$ cat config.mk
export PLATFORM = sky130hd
export DESIGN_NAME = lbt_transceiver
export DESIGN_NICKNAME = d
export VERILOG_FILES = /design/src/rtl/lbt_pkg.sv /design/src/rtl/lbt_fifo.sv /design/src/rtl/lbt_transceiver.sv
export VERILOG_INCLUDE_DIRS = /design/src /design/src/rtl
export SDC_FILE = /design/constraint.sdc
export NUM_CORES = 1
export LEC_CHECK = 0
export ABC_AREA = 0
export BUFFER_PORTS_ARGS = -buffer_cell sky130_fd_sc_hd__buf_2
export CAP_MARGIN = 10
export CORE_ASPECT_RATIO = 1.1
export CORE_MARGIN = 8
export CORE_UTILIZATION = 54
export DETAILED_ROUTE_END_ITERATION = 7
export PLACE_DENSITY = 0.85
export REMOVE_ABC_BUFFERS = 1
export SYNTH_ARGS = -nofsm -noshare
export SYNTH_HDL_FRONTEND = slang
export SYNTH_SLANG_ARGS = --single-unit
$ cat constraint.sdc
create_clock -name i_core_clk -period 2.84 [get_ports i_core_clk]
set_input_delay 0.142 -clock i_core_clk [delete_from_list [all_inputs] [get_ports i_core_clk]]
set_output_delay 0.142 -clock i_core_clk [all_outputs]
set_load 0.02 [all_outputs]
$ cat src/rtl/lbt_defs.svh
// Constants of the latching bus transceiver: widths, offsets, fields, resets
`ifndef LBT_DEFS_SVH
`define LBT_DEFS_SVH

`define LBT_WIDE_W 8
`define LBT_ADDR_W 8
`define LBT_DATA_W 32
`define LBT_LOG_W 9
`define LBT_LOG_DEPTH 32

`define LBT_REG_CTRL 8'h00
`define LBT_REG_STATUS 8'h04
`define LBT_REG_LOG 8'h08
`define LBT_REG_STORED 8'h0C

`define LBT_CTRL_LOG_AB 0
`define LBT_CTRL_LOG_BA 1
`define LBT_CTRL_RST 2'h0

`define LBT_STAT_EMPTY 0
`define LBT_STAT_FULL 1
`define LBT_STAT_DROP 2
`define LBT_STAT_COUNT_LSB 8
`define LBT_STAT_COUNT_MSB 15

`define LBT_LOG_VALID 31
`define LBT_LOG_DIR 8
`define LBT_STORED_BA_LSB 8
`define LBT_STORED_BA_MSB 15

`endif

$ cat src/rtl/lbt_pkg.sv
// Types shared by the latching bus transceiver design files
`include "lbt_defs.svh"

package lbt_pkg;

   // Controls shared by all eight wide-path bit channels
   typedef struct packed {
      logic oe_n;
      logic dir;
      logic le;
      logic clk_ab;
      logic clk_ba;
   } lbt_wide_ctl_t;

   // One single-bit four-wire channel as seen at its inputs
   typedef struct packed {
      logic bit_in;
      logic drive_en;
      logic fb_en_n;
      logic line_in;
   } lbt_single_t;

   typedef struct packed {
      logic [`LBT_WIDE_W-1:0] stor_ab;
      logic [`LBT_WIDE_W-1:0] stor_ba;
      logic clk_ab_prev;
      logic clk_ba_prev;
      logic [`LBT_WIDE_W-1:0] card_out;
      logic [`LBT_WIDE_W-1:0] bp_out;
      logic card_oe;
      logic bp_oe;
      logic [1:0] line_out;
      logic [1:0] line_oe;
      logic [1:0] mon_out;
      logic [1:0] mon_oe;
      logic [1:0] ctrl;
      logic drop;
      logic log_ready;
      logic [`LBT_DATA_W-1:0] rdata;
   } lbt_state_t;

endpackage

$ cat src/rtl/lbt_fifo.sv
// Capture log FIFO with registered head word
`timescale 1ns/1ps
`default_nettype none

module lbt_fifo #(
   parameter int W = 9,
   parameter int DEPTH = 32
) (
   input wire logic i_core_clk,
   input wire logic i_rst_b,
   input wire logic i_wr_valid,
   output logic o_wr_ready,
   input wire logic [W-1:0] i_wr_data,
   output logic o_rd_valid,
   input wire logic i_rd_ready,
   output logic [W-1:0] o_rd_data,
   output logic [$clog2(DEPTH):0] o_count
);

   localparam int AW = $clog2(DEPTH);
   localparam logic [AW:0] FULL_CNT = (AW+1)'(DEPTH);

   typedef struct packed {
      logic [AW-1:0] wptr;
      logic [AW-1:0] rptr;
      logic [AW:0] count;
      logic [W-1:0] head;
   } lbt_fifo_state_t;

   lbt_fifo_state_t s_q;
   lbt_fifo_state_t s_d;
   logic [W-1:0] mem [DEPTH];
   logic wr;
   logic rd;

   always_comb begin
      s_d = s_q;
      wr = i_wr_valid && (s_q.count != FULL_CNT);
      rd = i_rd_ready && (s_q.count != '0);
      if (wr) begin
         s_d.wptr = s_q.wptr + 1'b1;
      end
      if (rd) begin
         s_d.rptr = s_q.rptr + 1'b1;
      end
      s_d.count = s_q.count + (AW+1)'(wr) - (AW+1)'(rd);
      // Bypass so a word written into an emptying FIFO is visible at once
      if (wr && (s_q.wptr == s_d.rptr)) begin
         s_d.head = i_wr_data;
      end else begin
         s_d.head = mem[s_d.rptr];
      end
   end

   always_ff @(posedge i_core_clk) begin
      if (!i_rst_b) begin
         s_q <= '0;
      end else begin
         s_q <= s_d;
      end
   end

   // Storage has no reset; only the pointers define what is valid
   always_ff @(posedge i_core_clk) begin
      if (wr) begin
         mem[s_q.wptr] <= i_wr_data;
      end
   end

   assign o_wr_ready = (s_q.count != FULL_CNT);
   assign o_rd_valid = (s_q.count != '0);
   assign o_rd_data = s_q.head;
   assign o_count = s_q.count;

endmodule
`default_nettype wire

$ cat src/rtl/lbt_transceiver.sv
// Latching bus transceiver: wide path, two single-bit channels, capture log
//
// What this block does
// - All paths pass data without inversion
// - Line enable high drives line, low releases
// - Feedback enable low drives monitor, else off
// - Monitor output shows current backplane line level
// - Both enables: drive line and monitor together
// - Wide enable high floats both wide ports
// - Transparent enable high passes data straight through
// - Latched, steady clock: destination holds stored data
// - Latched: rising direction clock captures source data
// - Reverse direction identical, own clock and store
// - Latch entry keeps passed level if clock high
// - Eight identical channels share all wide controls
`timescale 1ns/1ps
`default_nettype none
`include "lbt_defs.svh"

module lbt_transceiver #(
   parameter int LOG_DEPTH = `LBT_LOG_DEPTH
) (
   input wire logic i_core_clk,
   input wire logic i_rst_b,
   input wire logic i_wide_oe_n,
   input wire logic i_direction,
   input wire logic i_transparent_enable,
   input wire logic i_card_to_backplane_clock,
   input wire logic i_backplane_to_card_clock,
   input wire logic [`LBT_WIDE_W-1:0] i_card_side_port,
   output logic [`LBT_WIDE_W-1:0] o_card_side_port,
   output logic o_card_side_port_oe,
   input wire logic [`LBT_WIDE_W-1:0] i_backplane_side_port,
   output logic [`LBT_WIDE_W-1:0] o_backplane_side_port,
   output logic o_backplane_side_port_oe,
   input wire logic i_single_bit_in_first,
   input wire logic i_single_bit_in_second,
   input wire logic i_line_drive_enable_first,
   input wire logic i_line_drive_enable_second,
   input wire logic i_feedback_enable_n_first,
   input wire logic i_feedback_enable_n_second,
   input wire logic i_backplane_line_first,
   input wire logic i_backplane_line_second,
   output logic o_backplane_line_first,
   output logic o_backplane_line_first_oe,
   output logic o_backplane_line_second,
   output logic o_backplane_line_second_oe,
   output logic o_monitor_out_first,
   output logic o_monitor_out_first_oe,
   output logic o_monitor_out_second,
   output logic o_monitor_out_second_oe,
   input wire logic [`LBT_ADDR_W-1:0] i_reg_addr,
   input wire logic [`LBT_DATA_W-1:0] i_reg_wdata,
   input wire logic i_reg_wr,
   input wire logic i_reg_rd,
   output logic [`LBT_DATA_W-1:0] o_reg_rdata,
   output logic o_log_ready
);

   // -------------------------------------------------------------------
   // Input grouping
   // -------------------------------------------------------------------
   lbt_pkg::lbt_wide_ctl_t ctl;
   lbt_pkg::lbt_single_t [1:0] sb;
   lbt_pkg::lbt_state_t s_q;
   lbt_pkg::lbt_state_t s_d;

   assign ctl = '{oe_n: i_wide_oe_n, dir: i_direction,
                  le: i_transparent_enable,
                  clk_ab: i_card_to_backplane_clock,
                  clk_ba: i_backplane_to_card_clock};
   assign sb[0] = '{bit_in: i_single_bit_in_first,
                    drive_en: i_line_drive_enable_first,
                    fb_en_n: i_feedback_enable_n_first,
                    line_in: i_backplane_line_first};
   assign sb[1] = '{bit_in: i_single_bit_in_second,
                    drive_en: i_line_drive_enable_second,
                    fb_en_n: i_feedback_enable_n_second,
                    line_in: i_backplane_line_second};

   // -------------------------------------------------------------------
   // Capture log
   // -------------------------------------------------------------------
   logic push;
   logic pop;
   logic [`LBT_LOG_W-1:0] log_word;
   logic fifo_wr_ready;
   logic fifo_rd_valid;
   logic [`LBT_LOG_W-1:0] fifo_head;
   logic [$clog2(LOG_DEPTH):0] fifo_count;

   lbt_fifo #(
      .W(`LBT_LOG_W),
      .DEPTH(LOG_DEPTH)
   ) lbt_fifo_inst (
      .i_core_clk(i_core_clk),
      .i_rst_b(i_rst_b),
      .i_wr_valid(push),
      .o_wr_ready(fifo_wr_ready),
      .i_wr_data(log_word),
      .o_rd_valid(fifo_rd_valid),
      .i_rd_ready(pop),
      .o_rd_data(fifo_head),
      .o_count(fifo_count)
   );

   // -------------------------------------------------------------------
   // Next state
   // -------------------------------------------------------------------
   logic ab_edge;
   logic ba_edge;
   logic cap_ab;
   logic cap_ba;
   logic drop_set;
   logic drop_clr;
   logic [`LBT_DATA_W-1:0] stat_word;

   always_comb begin
      s_d = s_q;
      push = 1'b0;
      pop = 1'b0;
      log_word = '0;
      drop_set = 1'b0;
      drop_clr = 1'b0;
      stat_word = '0;
      ab_edge = ctl.clk_ab && !s_q.clk_ab_prev;
      ba_edge = ctl.clk_ba && !s_q.clk_ba_prev;
      s_d.clk_ab_prev = ctl.clk_ab;
      s_d.clk_ba_prev = ctl.clk_ba;

      // While transparent with the clock high the store follows the
      // source, so a falling enable leaves the last passed level in it;
      // with the clock low the older stored word survives.
      if (ab_edge || (ctl.le && ctl.clk_ab)) begin
         s_d.stor_ab = i_card_side_port;
      end
      if (ba_edge || (ctl.le && ctl.clk_ba)) begin
         s_d.stor_ba = i_backplane_side_port;
      end

      // Otherwise the store holds whatever the source does
      s_d.bp_out = ctl.le ? i_card_side_port : s_d.stor_ab;
      s_d.card_out = ctl.le ? i_backplane_side_port : s_d.stor_ba;
      s_d.bp_oe = !ctl.oe_n && ctl.dir;
      s_d.card_oe = !ctl.oe_n && !ctl.dir;

      for (int i = 0; i < 2; i++) begin
         s_d.line_out[i] = sb[i].bit_in;
         s_d.line_oe[i] = sb[i].drive_en;
         s_d.mon_out[i] = sb[i].line_in;
         s_d.mon_oe[i] = !sb[i].fb_en_n;
      end

      // Only clocked captures are logged; a transparent pass has no
      // single moment worth recording.
      cap_ab = ab_edge && !ctl.le && s_q.ctrl[`LBT_CTRL_LOG_AB];
      cap_ba = ba_edge && !ctl.le && s_q.ctrl[`LBT_CTRL_LOG_BA];
      if (cap_ab) begin
         push = 1'b1;
         log_word = {1'b0, i_card_side_port};
      end else if (cap_ba) begin
         push = 1'b1;
         log_word = {1'b1, i_backplane_side_port};
      end
      // The pins cannot stall, so a full log loses the word and says so
      drop_set = (cap_ab && cap_ba) || (push && !fifo_wr_ready);
      s_d.log_ready = fifo_wr_ready;

      if (i_reg_wr && (i_reg_addr == `LBT_REG_CTRL)) begin
         s_d.ctrl = i_reg_wdata[1:0];
      end
      if (i_reg_wr && (i_reg_addr == `LBT_REG_STATUS)) begin
         drop_clr = i_reg_wdata[`LBT_STAT_DROP];
      end
      // A drop in the clearing cycle stays recorded
      s_d.drop = (s_q.drop && !drop_clr) || drop_set;

      stat_word[`LBT_STAT_EMPTY] = !fifo_rd_valid;
      stat_word[`LBT_STAT_FULL] = !fifo_wr_ready;
      stat_word[`LBT_STAT_DROP] = s_q.drop;
      stat_word[`LBT_STAT_COUNT_MSB:`LBT_STAT_COUNT_LSB] = 8'(fifo_count);

      s_d.rdata = '0;
      if (i_reg_rd) begin
         case (i_reg_addr)
            `LBT_REG_CTRL: begin
               s_d.rdata = {30'h0, s_q.ctrl};
            end
            `LBT_REG_STATUS: begin
               s_d.rdata = stat_word;
            end
            `LBT_REG_LOG: begin
               pop = fifo_rd_valid;
               s_d.rdata[`LBT_LOG_VALID] = fifo_rd_valid;
               s_d.rdata[`LBT_LOG_W-1:0] = fifo_rd_valid ? fifo_head : '0;
            end
            `LBT_REG_STORED: begin
               s_d.rdata[`LBT_WIDE_W-1:0] = s_q.stor_ab;
               s_d.rdata[`LBT_STORED_BA_MSB:`LBT_STORED_BA_LSB] = s_q.stor_ba;
            end
            default: begin
               s_d.rdata = '0;
            end
         endcase
      end
   end

   // -------------------------------------------------------------------
   // State register
   // -------------------------------------------------------------------
   always_ff @(posedge i_core_clk) begin
      if (!i_rst_b) begin
         // Data stores keep running through reset: no defined content
         s_q <= s_d;
         s_q.card_out <= '0;
         s_q.bp_out <= '0;
         s_q.card_oe <= 1'b0;
         s_q.bp_oe <= 1'b0;
         s_q.line_out <= '0;
         s_q.line_oe <= '0;
         s_q.mon_out <= '0;
         s_q.mon_oe <= '0;
         s_q.ctrl <= `LBT_CTRL_RST;
         s_q.drop <= 1'b0;
         s_q.log_ready <= 1'b0;
         s_q.rdata <= '0;
      end else begin
         s_q <= s_d;
      end
   end

   assign o_card_side_port = s_q.card_out;
   assign o_card_side_port_oe = s_q.card_oe;
   assign o_backplane_side_port = s_q.bp_out;
   assign o_backplane_side_port_oe = s_q.bp_oe;
   assign o_backplane_line_first = s_q.line_out[0];
   assign o_backplane_line_first_oe = s_q.line_oe[0];
   assign o_backplane_line_second = s_q.line_out[1];
   assign o_backplane_line_second_oe = s_q.line_oe[1];
   assign o_monitor_out_first = s_q.mon_out[0];
   assign o_monitor_out_first_oe = s_q.mon_oe[0];
   assign o_monitor_out_second = s_q.mon_out[1];
   assign o_monitor_out_second_oe = s_q.mon_oe[1];
   assign o_reg_rdata = s_q.rdata;
   assign o_log_ready = s_q.log_ready;
endmodule
`default_nettype wire

After elaboration in Yosys (flattened, before gate mapping)
Memory sizes are Yosys's and may differ from the RTL's. A register that Yosys moved wholly into a read port is not among the register bits.
Index checks and enable logic that the tools add are counted.

word-level totals
  register bits after elaboration = 96
  bits in writable memories = 288
  input bits = 73
  output and inout port bits = 59
  memories kept = 1

memory list
  memory             depth  width  read ports  clocked after memory_dff  wr ports  RTL line        RTL
  lbt_fifo_inst.mem  32     9      1           1                         1         lbt_fifo.sv:32  logic [W-1:0] mem [DEPTH];

cells by class
  add/sub/neg operators = 4
  equal/unequal tests = 4
  muxes and demuxes = 17
  reductions and logical operators = 35

operators by type and width
  kind                   count
  $pmux W9 S4            1
  $mux W8                4
  $mux W9                3
  $logic_and A1 B1 Y1    17
  $eq A8 B4 Y1 const B   2
  $pmux W7 S2            1
  $logic_not A1 Y1       11
  $add A5 B1 Y5 const B  2
  $eq A8 B3 Y1 const B   1
  $logic_not A8 Y1       1
  $mux W1                7
  $add A6 B1 Y6          1
  $ne A6 B6 Y1 const B   1
  $reduce_bool A6 Y1     1
  $sub A6 B1 Y6          1
  $mux W5                1
  $logic_or A1 B1 Y1     4
  $reduce_and A2 Y1      1

Logic depth before layout (Yosys ltp)
Gate-level depths: netlist of run 1.

  depth in word-level cells = 9
  gate-level depth with buffers = 16
  depth with buffers taken out = 14

Hierarchy
From an unflattened synthesis of run 1, not the netlist that was laid out.

unflattened totals
  cells, all modules = 1298
  area total of the unflattened synthesis = 17774.5 sq um

by module, submodules not included
  module           instances  cells an instance  area an instance (sq um)  sequential area each (sq um)
  lbt_fifo         1          997                14898.0                   9148.8
  lbt_transceiver  1          301                2876.5                    1301.2

Worst setup path before layout of run 1
No wires, ideal clock.

  path kind = register to register
  start point = register lbt_fifo_inst.s_q, in the netlist lbt_fifo_inst.o_count[2]
  end point = register lbt_fifo_inst.s_q, in the netlist lbt_fifo_inst.o_count[4]
  data arrival time = 2.618 ns
  data required time = 2.724 ns
  path slack = 0.107 ns
  cell stages (with the launch flop) = 17
  period minus slack after synthesis = 2.733 ns
  cell sequence = dfxtp_1 inv_1 ha_1 nand4bb_1 and4_1 buf_6 buf_4 ha_1 inv_1 ha_1 inv_1 fa_1 inv_1 a21oi_1 nor2_1 or3_1 and3_1

between the ends
  cells in the longest elaborated chain, start to end = 5
  elaborated cells on any way between the ends = 8
  classes of those cells = add/sub: 2; eq/ne: 1; mux: 2; reduce/logical: 3

ends and longest elaborated chain
  item                                                   RTL line        RTL
  from (decl)                                            lbt_fifo.sv:30  lbt_fifo_state_t s_q;
  from (signal assigned)                                 lbt_fifo.sv:57  s_q <= '0;
  from (signal assigned)                                 lbt_fifo.sv:59  s_q <= s_d;
  branches (longest 4 deep; another with $add A6 B1 Y6)  n/a
  $sub A6 B1 Y6 *                                        lbt_fifo.sv:46  s_d.count = s_q.count + (AW+1)'(wr) - (AW+1)'(rd);

Every way passes the cells marked *.
A chain may end at the register's enable or synchronous reset.

Worst setup path in the final report of run 1
  start point = register lbt_fifo_inst.s_q, in the netlist lbt_fifo_inst.o_count[2]
  end point = register lbt_fifo_inst.o_rd_data[5] (netlist name)

between the ends
  cells in the longest elaborated chain, start to end = 5

ends and longest elaborated chain
  item                   RTL line                        RTL
  $reduce_bool A6 Y1 *   lbt_fifo.sv:39, lbt_fifo.sv:71
  $mux W1                lbt_transceiver.sv:185          case (i_reg_addr)
  $mux W1                lbt_transceiver.sv:184          if (i_reg_rd) begin
  $logic_and A1 B1 Y1 *  lbt_fifo.sv:39                  rd = i_rd_ready && (s_q.count != '0);
  $mux W5 *              lbt_fifo.sv:43                  if (rd) begin

Mark *: on every way between the ends. The rest lies on a longest branch, timed or not.

==> metrics.txt, run 1 <==
critical path endpoint=lbt_fifo_inst.o_rd_data[5]; Seq/Total Area, Yosys=66.63%; setup ws final=-0.01674 ns; final wirelength=42350 um; clk_skew=0.02541 ns; Final Max Slew Viols=0; Avg Cell Area, Syn=12.87 um^2; synthesized area=15680 um^2; Synth area leader=edfxtp_1; Die Area=34760 um^2; Vias/cell=6.114; clock latency on the worst-skew pair=0.54 ns; net switching power figure=2.274 mW; DRT antenna net count=0; Starting Density=54.78%; IO Count=132; Inserted Clock Buffers=37; CP startpoint=lbt_fifo_inst.o_count[2]; Setup CP Type=flip-flop to flip-flop; Buffers on Ports=87; die height=194.7 um; Cell Int Power=8.811 mW; Tmin final=2.857 ns; Final Hold Fails=0; # rows=65; pwr dens=588.6 nW/um^2; min-delay worst type=primary input to flip-flop; Tot Pwr=11.08 mW; Rel. slew slack=48.47%; pin count of the biggest net entering global routing=40; worst-case clock buffer depth=3; final number of setup-violating endpoints=2; hold slack=0.05097 ns; share of the synthesized area in the top cell type=55.15%; # H-tree levels=2; Switching Share=20.51%; Unique masters post-synth=65; ratio of cells with drive above 1 in the final layout=22.59%; Die X=178.5 um; Combinational Power Share=2.7%; clock-pin slew on the worst setup and hold paths=0.07 ns; Remaining DRCs=1; number of synthesized flops with an enable pin=288; max-cap viol count=0; # nets final=1495; Critical Path RT=3.25 ns; r2r setup slk=-0.02 ns; CP endpoint kind=flip-flop; Avg WL per Cell=23.50 um; GR peak layer=met2; CP Max Fanout=6; gpl congestion=0.9321; prevailing post-synth register cell=edfxtp_1; clock power share=43.4%; first-pass GRT wire length=62600 um; leakage=7.461 nW; crit path DAT=3.26 ns; number of global-route vias before repair=11012; status=finished, violations left; fin crit share=100.6%; met3 global-route usage=4.827%; ANT cells=0; HPWL after detailed placement=24590 um; Area Growth Syn to Fin=20.08%; DR iter-0 viols=1547; Seq cells post-synth=378; Setup crit start kind=flip-flop; Crit Reg-Reg Endpoint=lbt_fifo_inst.o_rd_data[5]; CTS root buf=clkbuf_16; asr flop ratio synth=0%; violated checks=DRC, setup timing; Reg power frac=53.9%; vias=11017; GR met2 Demand/Resource=37.78%; total track usage=23.00%; worst slew pin tran=0.7679 ns; initial antenna violation count=0; post-synthesis cell count=1219; YS warnings=0; clock net sink count=378; Fmax=350.0 MHz; global route overflow=0; peak supply drop=0.6608 mV; unrepaired setup endpoints after global routing=yes; top cells by area, synth=edfxtp_1, dfxtp_1, nand2_1; R2R depth=13; Worst R2R Start=lbt_fifo_inst.o_count[2]; Placeable Area=28630 um^2; CTS tree=done; met1 usage=28.16%; drt first pass iters=8
[power by group through the flow]
| stage | combinational [mW] | clock (mW) | sequential (mW) |
|---|---|---|---|
| 2_1_floorplan | 0.103 | 0 | 6.11 |
| 3_3_place_gp | 0.246 | 0 | 6.08 |
| 3_5_place_dp | 0.253 | 0 | 6.09 |
| 4_1_cts | 0.293 | 4.80 | 5.97 |
| 5_1_grt | 0.322 | 5.04 | 5.97 |
| 6_report | 0.301 | 4.81 | 5.97 |
[logic make-up (layout without fill, tap and decap cells)]
logic type / Yosys count / in the layout / share of synthesized area (%)
AO/OA/AOI/OAI: 152 / 152 / 7.300
XOR/XNOR: 20 / 20 / 1.404
adder cells (fa/ha/maj): 15 / 15 / 1.245
buffers and inverters: 129 / 330 / 4.691
flip-flops: 378 / 378 / 66.63
multiplexers: 83 / 83 / 5.617
other: 1 / 15 / 0.02391
AND/OR/NAND/NOR: 441 / 441 / 13.08
[cells in the final DEF, fill, tap and decap left out, types with 15 or more instances in the layout]
cell	n
edfxtp_1	288
dlygate4sd3_1	35
buf_2	87
nor2_1	61
buf_4	102
nand3_1	55
nand2b_1	18
mux2i_1	61
mux2_2	16
a22oi_1	20
clkbuf_16	40
conb_1	15
a31oi_1	35
and3_1	19
dfxtp_1	87
o211a_1	23
nand2_1	215
and2_1	20
a32oi_1	15
[registers in the layout, indices dropped and copies added, names as in the netlist]
name                        flops
lbt_fifo_inst.mem             288
lbt_fifo_inst.o_count           6
lbt_fifo_inst.o_rd_data         9
lbt_fifo_inst.s_q              10
o_backplane_line_first          1
o_backplane_line_first_oe       1
o_backplane_line_second         1
o_backplane_line_second_oe      1
o_backplane_side_port           8
o_backplane_side_port_oe        1
o_card_side_port                8
o_card_side_port_oe             1
o_log_ready                     1
o_monitor_out_first             1
o_monitor_out_first_oe          1
o_monitor_out_second            1
o_monitor_out_second_oe         1
o_reg_rdata                    17
s_q                            21
[what timing repair did]
action | 4_1_cts | 5_1_grt
pin swaps | 8 | 25
gates cloned | 3 | 1
buffers inserted | 13 | 7
gates resized for setup | 9 | 31
hold buffers | 35 | 0
hold endpoints to repair | 47 | 0
endpoints found under the setup margin | 7 | 11
[cells in the mapped netlist (all sizes together) (3+ instances only)]
| library cell | instances |
|---|---|
| and2 | 21 |
| nor2b | 12 |
| xnor2 | 11 |
| a21oi | 10 |
| o211a | 23 |
| nand3 | 56 |
| a31oi | 38 |
| mux2 | 17 |
| and4 | 4 |
| clkbuf | 29 |
| a22o | 8 |
| dfxtp | 90 |
| nand2 | 215 |
| edfxtp | 288 |
| o211ai | 7 |
| nand2b | 18 |
| xor2 | 9 |
| mux2i | 64 |
| buf | 83 |
| a22oi | 20 |
| nand4 | 14 |
| o21ai | 13 |
| a32oi | 18 |
| inv | 17 |
| nor2 | 64 |
| a311oi | 3 |
| and3 | 19 |
| ha | 14 |
[area by class of cell]
cell class | count | area [um^2]
clock buffer | 47 | 1026
inverter | 17 | 63.81
fill | 1789 | 9796
tap | 368 | 460.4
multi-input combinational | 726 | 4707
clock inverter | 19 | 145.1
timing repair buffer | 247 | 1976
sequential | 378 | 10450
[routing by layer]
layer	vias up	routed length (um)
met1	5306	14640
met3	148	4870
met4	0	2155
li1	4769	-
met2	794	20680
met5	-	0
[critical path, stage by stage (launching register included)]
cell and delay, ns:
dfxtp_2 0.33, inv_2 0.08, ha_4 0.15, nand4bb_1 0.13, and4_4 0.24, buf_12 0.14, xnor2_4 0.20, buf_12 0.19
buf_6 0.11, mux2i_1 0.17, mux2i_1 0.11, o211ai_1 0.43, o211a_1 0.33, a31oi_1 0.13
[how the worst min path moves through the flow]
stage	depth (start not counted)	start	slack (ns)	to
after CTS	2	i_rst_b	0.04	o_card_side_port[3]
after detailed placement	1	i_backplane_to_card_clock	0.28	s_q[62]
final	2	i_rst_b	0.05	o_card_side_port[3]
after floorplan	0	i_backplane_to_card_clock	0.17	s_q[62]
after global placement	1	i_backplane_to_card_clock	0.28	s_q[62]
after global routing	3	i_reg_rd	0.05	o_reg_rdata[14]
[metrics by stage]
stage,TNS [ns],worst slack (ns),utilization (%),instances,cell area [um^2]
after floorplan,-14.15,-1.607,-,1121,15060
after global placement,-0.1787,-0.05798,59.02,1679,16900
after detailed placement,-0.1620,-0.06430,59.02,1679,16900
after CTS,0,0.001322,65.08,1795,18630
after global routing,-0.3681,-0.1008,65.78,1802,18830
final,-0.01950,-0.01674,65.78,1802,18830
Note: power is estimated with default switching activity, not from simulation.
==> inputs of run 2 (changes only) <==
Settings changed: SETUP_SLACK_MARGIN set to 0.2.
==> run 2 against run 1 <==
The run ends with setup timing left. Cell count increased by 2.4%. Wire length increased by 9.0%. Critical path depth increased by 1. Clock skew decreased by 0.0040 ns. Cell area increased by 3.5%. First-iteration DRC count increased by 5.3%. Non-clock buffer count increased by 43. Clock power about the same. Sequential power about the same. Hold slack improved by 0.0069 ns. Critical path type unchanged. Critical endpoint is now lbt_fifo_inst.o_rd_data[3]. Largest cell class unchanged. Largest power group unchanged.
==> metrics.txt, run 2 (same netlist as run 1, synthesis figures left out) <==
Setup CP Type=flip-flop to flip-flop; number of global-route vias before repair=11265; CP Max Fanout=7; final number of setup-violating endpoints=3; clock-pin slew on the worst setup and hold paths=0.07 ns; IO Count=132; # H-tree levels=2; # nets final=1538; Final TNS setup=-0.1809 ns; CTS root buf=clkbuf_16; Buffers on Ports=87; Placeable Area=28630 um^2; total track usage=23.85%; Cell Chain, Critical Path=inv_2, ha_4, nand4bb_1, buf_4, buf_4, nand4_1, buf_6, xnor2_4, buf_4, mux2i_1, mux2i_1, mux2i_1, o22ai_1, o221a_1; CP endpoint kind=flip-flop; vias=11512; CP max-delay cell=dfxtp_2; Final Util=68.10%; pre-CTS setup slack=-0.06430 ns; DR iter-0 viols=1629; final instance area=19500 um^2; die height=194.7 um; Final Max Slew Viols=0; global route overflow=0; fin crit share=104.4%; commonest cells after routing, fill and taps aside=edfxtp_1, nand2_1, buf_4; peak supply drop=0.6602 mV; Critical Path RT=3.26 ns; max-cap viol count=0; first-pass GRT wire length=64540 um; # rows=65; final wirelength=46180 um; Largest stage delay, worst path=0.35 ns; Setup crit start kind=flip-flop; setup ws final=-0.1239 ns; Tmin final=2.964 ns; pin count of the biggest net entering global routing=35; Starting Density=54.78%; clock latency on the worst-skew pair=0.54 ns; Fillers=1657; initial antenna violation count=0; DRT antenna net count=0; clock net sink count=378; Avg WL per Cell=25.03 um; Remaining DRCs=0; gpl congestion=0.9321; min-delay worst type=primary input to flip-flop; status=finished, violations left; Area Growth Syn to Fin=24.32%; ANT cells=0; pwr dens=569.5 nW/um^2; leakage=7.738 nW; worst-case clock buffer depth=3; CTS tree=done; unrepaired setup endpoints after global routing=yes; Inserted Clock Buffers=37; HPWL after detailed placement=24590 um; Rel. slew slack=48.44%; most common cell after layout, fill and taps aside=edfxtp_1; Reg with most FFs=lbt_fifo_inst.mem; Die X=178.5 um; Die Area=34760 um^2; drt first pass iters=7; max reg flops=288; worst path bufs/invs=5; clk_skew=0.02141 ns; Fmax=337.4 MHz; Final Hold Fails=0; ratio of cells with drive above 1 in the final layout=26.54%; crit path DAT=3.39 ns; worst slew pin tran=0.7683 ns; violated checks=setup timing; placed instance area=16900 um^2; cell family with most CP delay=buffers and inverters; Vias/cell=6.240
## run 2: cell types whose count changed in the layout (fill, tap and decap cells not counted), moves of 3 or more
cell       previous run  this run
mux2i_2               0         4
buf_4               102       123
clkbuf_16            40        44
mux2i_1              61        57
o211a_4               0         3
nor2_1               61        58
o211a_1              23        20
buf_8                 0         3
buf_6                 7        15
nor2_4                1         4
## run 2: metal layers
layer  GRT usage, %  share of wire, %  up-vias
li1               -                 -     4862
met1          28.65                34     5540
met2          39.55                49      886
met3          5.157                11      224
met4          12.44               6.0        0
met5              0                 0        -
## run 2: what timing repair did
action	4_1_cts	5_1_grt
pin swaps	22	36
gates cloned	4	7
hold endpoints to repair	47	0
hold buffers	35	0
buffers inserted	36	18
endpoints found under the setup margin	11	35
gates resized for setup	34	55
## run 2: metrics by stage
stage / hold WS, ns / power, mW / instances
6_report: 0.05786 / 11.10 / 1845
5_1_grt: 0.05934 / 11.34 / 1845
4_1_cts: 0.04156 / 11.06 / 1820
3_5_place_dp: 0.2798 / 6.340 / 1679
3_3_place_gp: 0.2803 / 6.329 / 1679
2_1_floorplan: 0.1697 / 6.209 / 1121
## run 2: layout make-up
class                   count  area (um^2)  area share [%]
flip-flops and latches    378        10460           53.63
multi-input cells         726         4840           24.82
repair buffers            290         2506           12.85
clock buffers              47         1026           5.262
well taps                 368        460.4           2.362
clock inverters            19        145.1          0.7444
inverters                  17        63.81          0.3273
## run 2: final timing paths
path	start	endpoint	slack [ns]	depth (start not counted)
hold / removal	i_rst_b	o_card_side_port[3]	0.06	2
setup reg to reg	lbt_fifo_inst.o_count[3]	lbt_fifo_inst.o_rd_data[3]	-0.12	14
setup / recovery	lbt_fifo_inst.o_count[3]	lbt_fifo_inst.o_rd_data[3]	-0.12	14
hold reg to reg	lbt_fifo_inst.o_rd_data[2]	o_reg_rdata[2]	0.47	2
## run 2: where the power goes
group	switching (mW)	leakage, nW	total, mW	internal (mW)
sequential	0.0380	3.88	5.97	5.93
clock	2.09	0.582	4.83	2.74
combinational	0.167	3.27	0.304	0.137
==> inputs of run 3 (changes only) <==
Settings changed: BUFFER_PORTS_ARGS -buffer_cell sky130_fd_sc_hd__buf_2 to unset, CORE_UTILIZATION 54 to 55, DONT_BUFFER_PORTS set to 1, PLACE_DENSITY 0.85 to 0.79.
Clock period 2.84 ns to 3.15 ns, I/O delays scaled along.
==> run 3 against run 2 <==
The flow now finishes without violations. Sequential cell count is the same. Power shrank 9.3%. Clock skew shrank 0.010 ns. Non-clock buffer count shrank 137. Combinational power shrank 42%. Largest cell class unchanged. Largest power group unchanged.
==> metrics.txt, run 3 (same netlist as run 1, synthesis figures left out) <==
leakage=7.066 nW; Rel. slew slack=21.01%; total track usage=21.28%; vias=10118; CTS root buf=clkbuf_16; HPWL after detailed placement=22510 um; Setup CP Type=flip-flop to flip-flop; placed instance area=16230 um^2; clock net sink count=378; global route overflow=0; fin crit share=93.22%; Starting Density=55.25%; Placeable Area=28380 um^2; Avg WL per Cell=22.23 um; Die X=177 um; ratio of cells with drive above 1 in the final layout=15.94%; r2r setup slk=0.21 ns; DR iter-0 viols=1029; Non-Filler Instances=1704; clock latency on the worst-skew pair=0.51 ns; ANT cells=0; Reg with most FFs=lbt_fifo_inst.mem; Buffers on Ports=0; unrepaired setup endpoints after global routing=no; most common cell after layout, fill and taps aside=edfxtp_1; initial antenna violation count=1; min-delay worst type=primary input to flip-flop; Fillers=1847; status=finished, final reports clean; Setup crit start kind=flip-flop; first-pass GRT wire length=55900 um; clk_skew=0.01113 ns; multi-input combinational cell area=4614 um^2; pin count of the biggest net entering global routing=57; placed cells=1564; Vias/cell=5.938; Final Hold Fails=0; Fmax=340.5 MHz; clock-pin slew on the worst setup and hold paths=0.06 ns; worst-case clock buffer depth=3; final wirelength=37880 um; drt first pass iters=8; # rows=65; Remaining DRCs=0; IO Count=132; Tmin final=2.937 ns; Inserted Clock Buffers=36; peak supply drop=0.5485 mV; max-cap viol count=0; FF/Latch Area=10450 um^2; final number of setup-violating endpoints=0; Area Growth Syn to Fin=17.38%; final instance area=18410 um^2; # H-tree levels=2; Tot Pwr=10.07 mW; Die Area=34180 um^2; CP Max Fanout=12; Critical Path RT=3.53 ns; Final Max Slew Viols=0; crit path DAT=3.32 ns; number of global-route vias before repair=9908; worst slew pin tran=1.181 ns; max reg flops=288; gpl congestion=0.8479; CP endpoint kind=flip-flop; commonest cells after routing, fill and taps aside=edfxtp_1, nand2_1, dfxtp_1; CTS tree=done; DRT antenna net count=0; die height=193.1 um; pwr dens=547.1 nW/um^2; # nets final=1400
[run 3: final timing paths]
check	from	to	cells past startpoint
hold reg to reg	lbt_fifo_inst.o_rd_data[2]	o_reg_rdata[2]	2
hold / removal	i_reg_addr[3]	o_reg_rdata[1]	3
setup reg to reg	lbt_fifo_inst.o_count[4]	lbt_fifo_inst.o_rd_data[5]	14
setup / recovery	lbt_fifo_inst.o_count[4]	lbt_fifo_inst.o_rd_data[5]	14
[run 3: metal layers]
| layer | vias to the layer above | GRT usage (%) | wire [um] |
|---|---|---|---|
| met5 | - | 0 | 13 |
| met4 | 2 | 11.00 | 1657 |
| met3 | 102 | 4.363 | 3115 |
| met2 | 525 | 36.22 | 18790 |
| met1 | 4911 | 25.28 | 14300 |
| li1 | 4578 | - | - |
[run 3: stage by stage]
stage	setup WS, ns	util [%]	hold slack, ns	setup TNS (ns)
after CTS	0.2176	64.05	0.0004676	0
after global placement	0.1130	57.17	0.1856	0
after global routing	0.1575	64.85	0.05701	0
after detailed placement	0.1142	57.17	0.1856	0
final	0.2134	64.85	0.008436	0
after floorplan	-1.297	-	0.1852	-10.88
[run 3: power breakdown]
part	switching, mW	leakage, nW	internal [mW]	total (mW)
Combinational	0.0865	2.62	0.0909	0.177
Clock	1.76	0.606	2.72	4.48
Sequential	0.0639	3.84	5.35	5.41
[run 3: layout make-up]
cell class / count / area share [%]
timing repair buffer: 153 / 8.598
tap: 368 / 2.501
clock buffer: 39 / 5.071
clock inverter: 23 / 1.625
sequential: 378 / 56.79
multi-input combinational: 726 / 25.07
inverter: 17 / 0.3467
[run 3: what timing repair did]
item                                    4_1_cts  5_1_grt
pin swaps                                    12       10
endpoints found under the setup margin        8       11
gates resized for setup                       8       15
hold buffers                                 46        0
buffers inserted                             13       13
hold endpoints to repair                     83        0
gates cloned                                  3        3
[run 3: worst max-delay path, cell delays in order (launching register included)]
cell	delay, ns
dfxtp_1	0.36
inv_2	0.07
ha_4	0.16
nand4bb_1	0.14
and4_4	0.29
buf_12	0.14
xnor2_4	0.12
buf_12	0.16
buf_12	0.12
buf_16	0.14
mux2i_1	0.23
mux2i_1	0.15
o211ai_1	0.32
o211a_1	0.30
a31oi_1	0.11
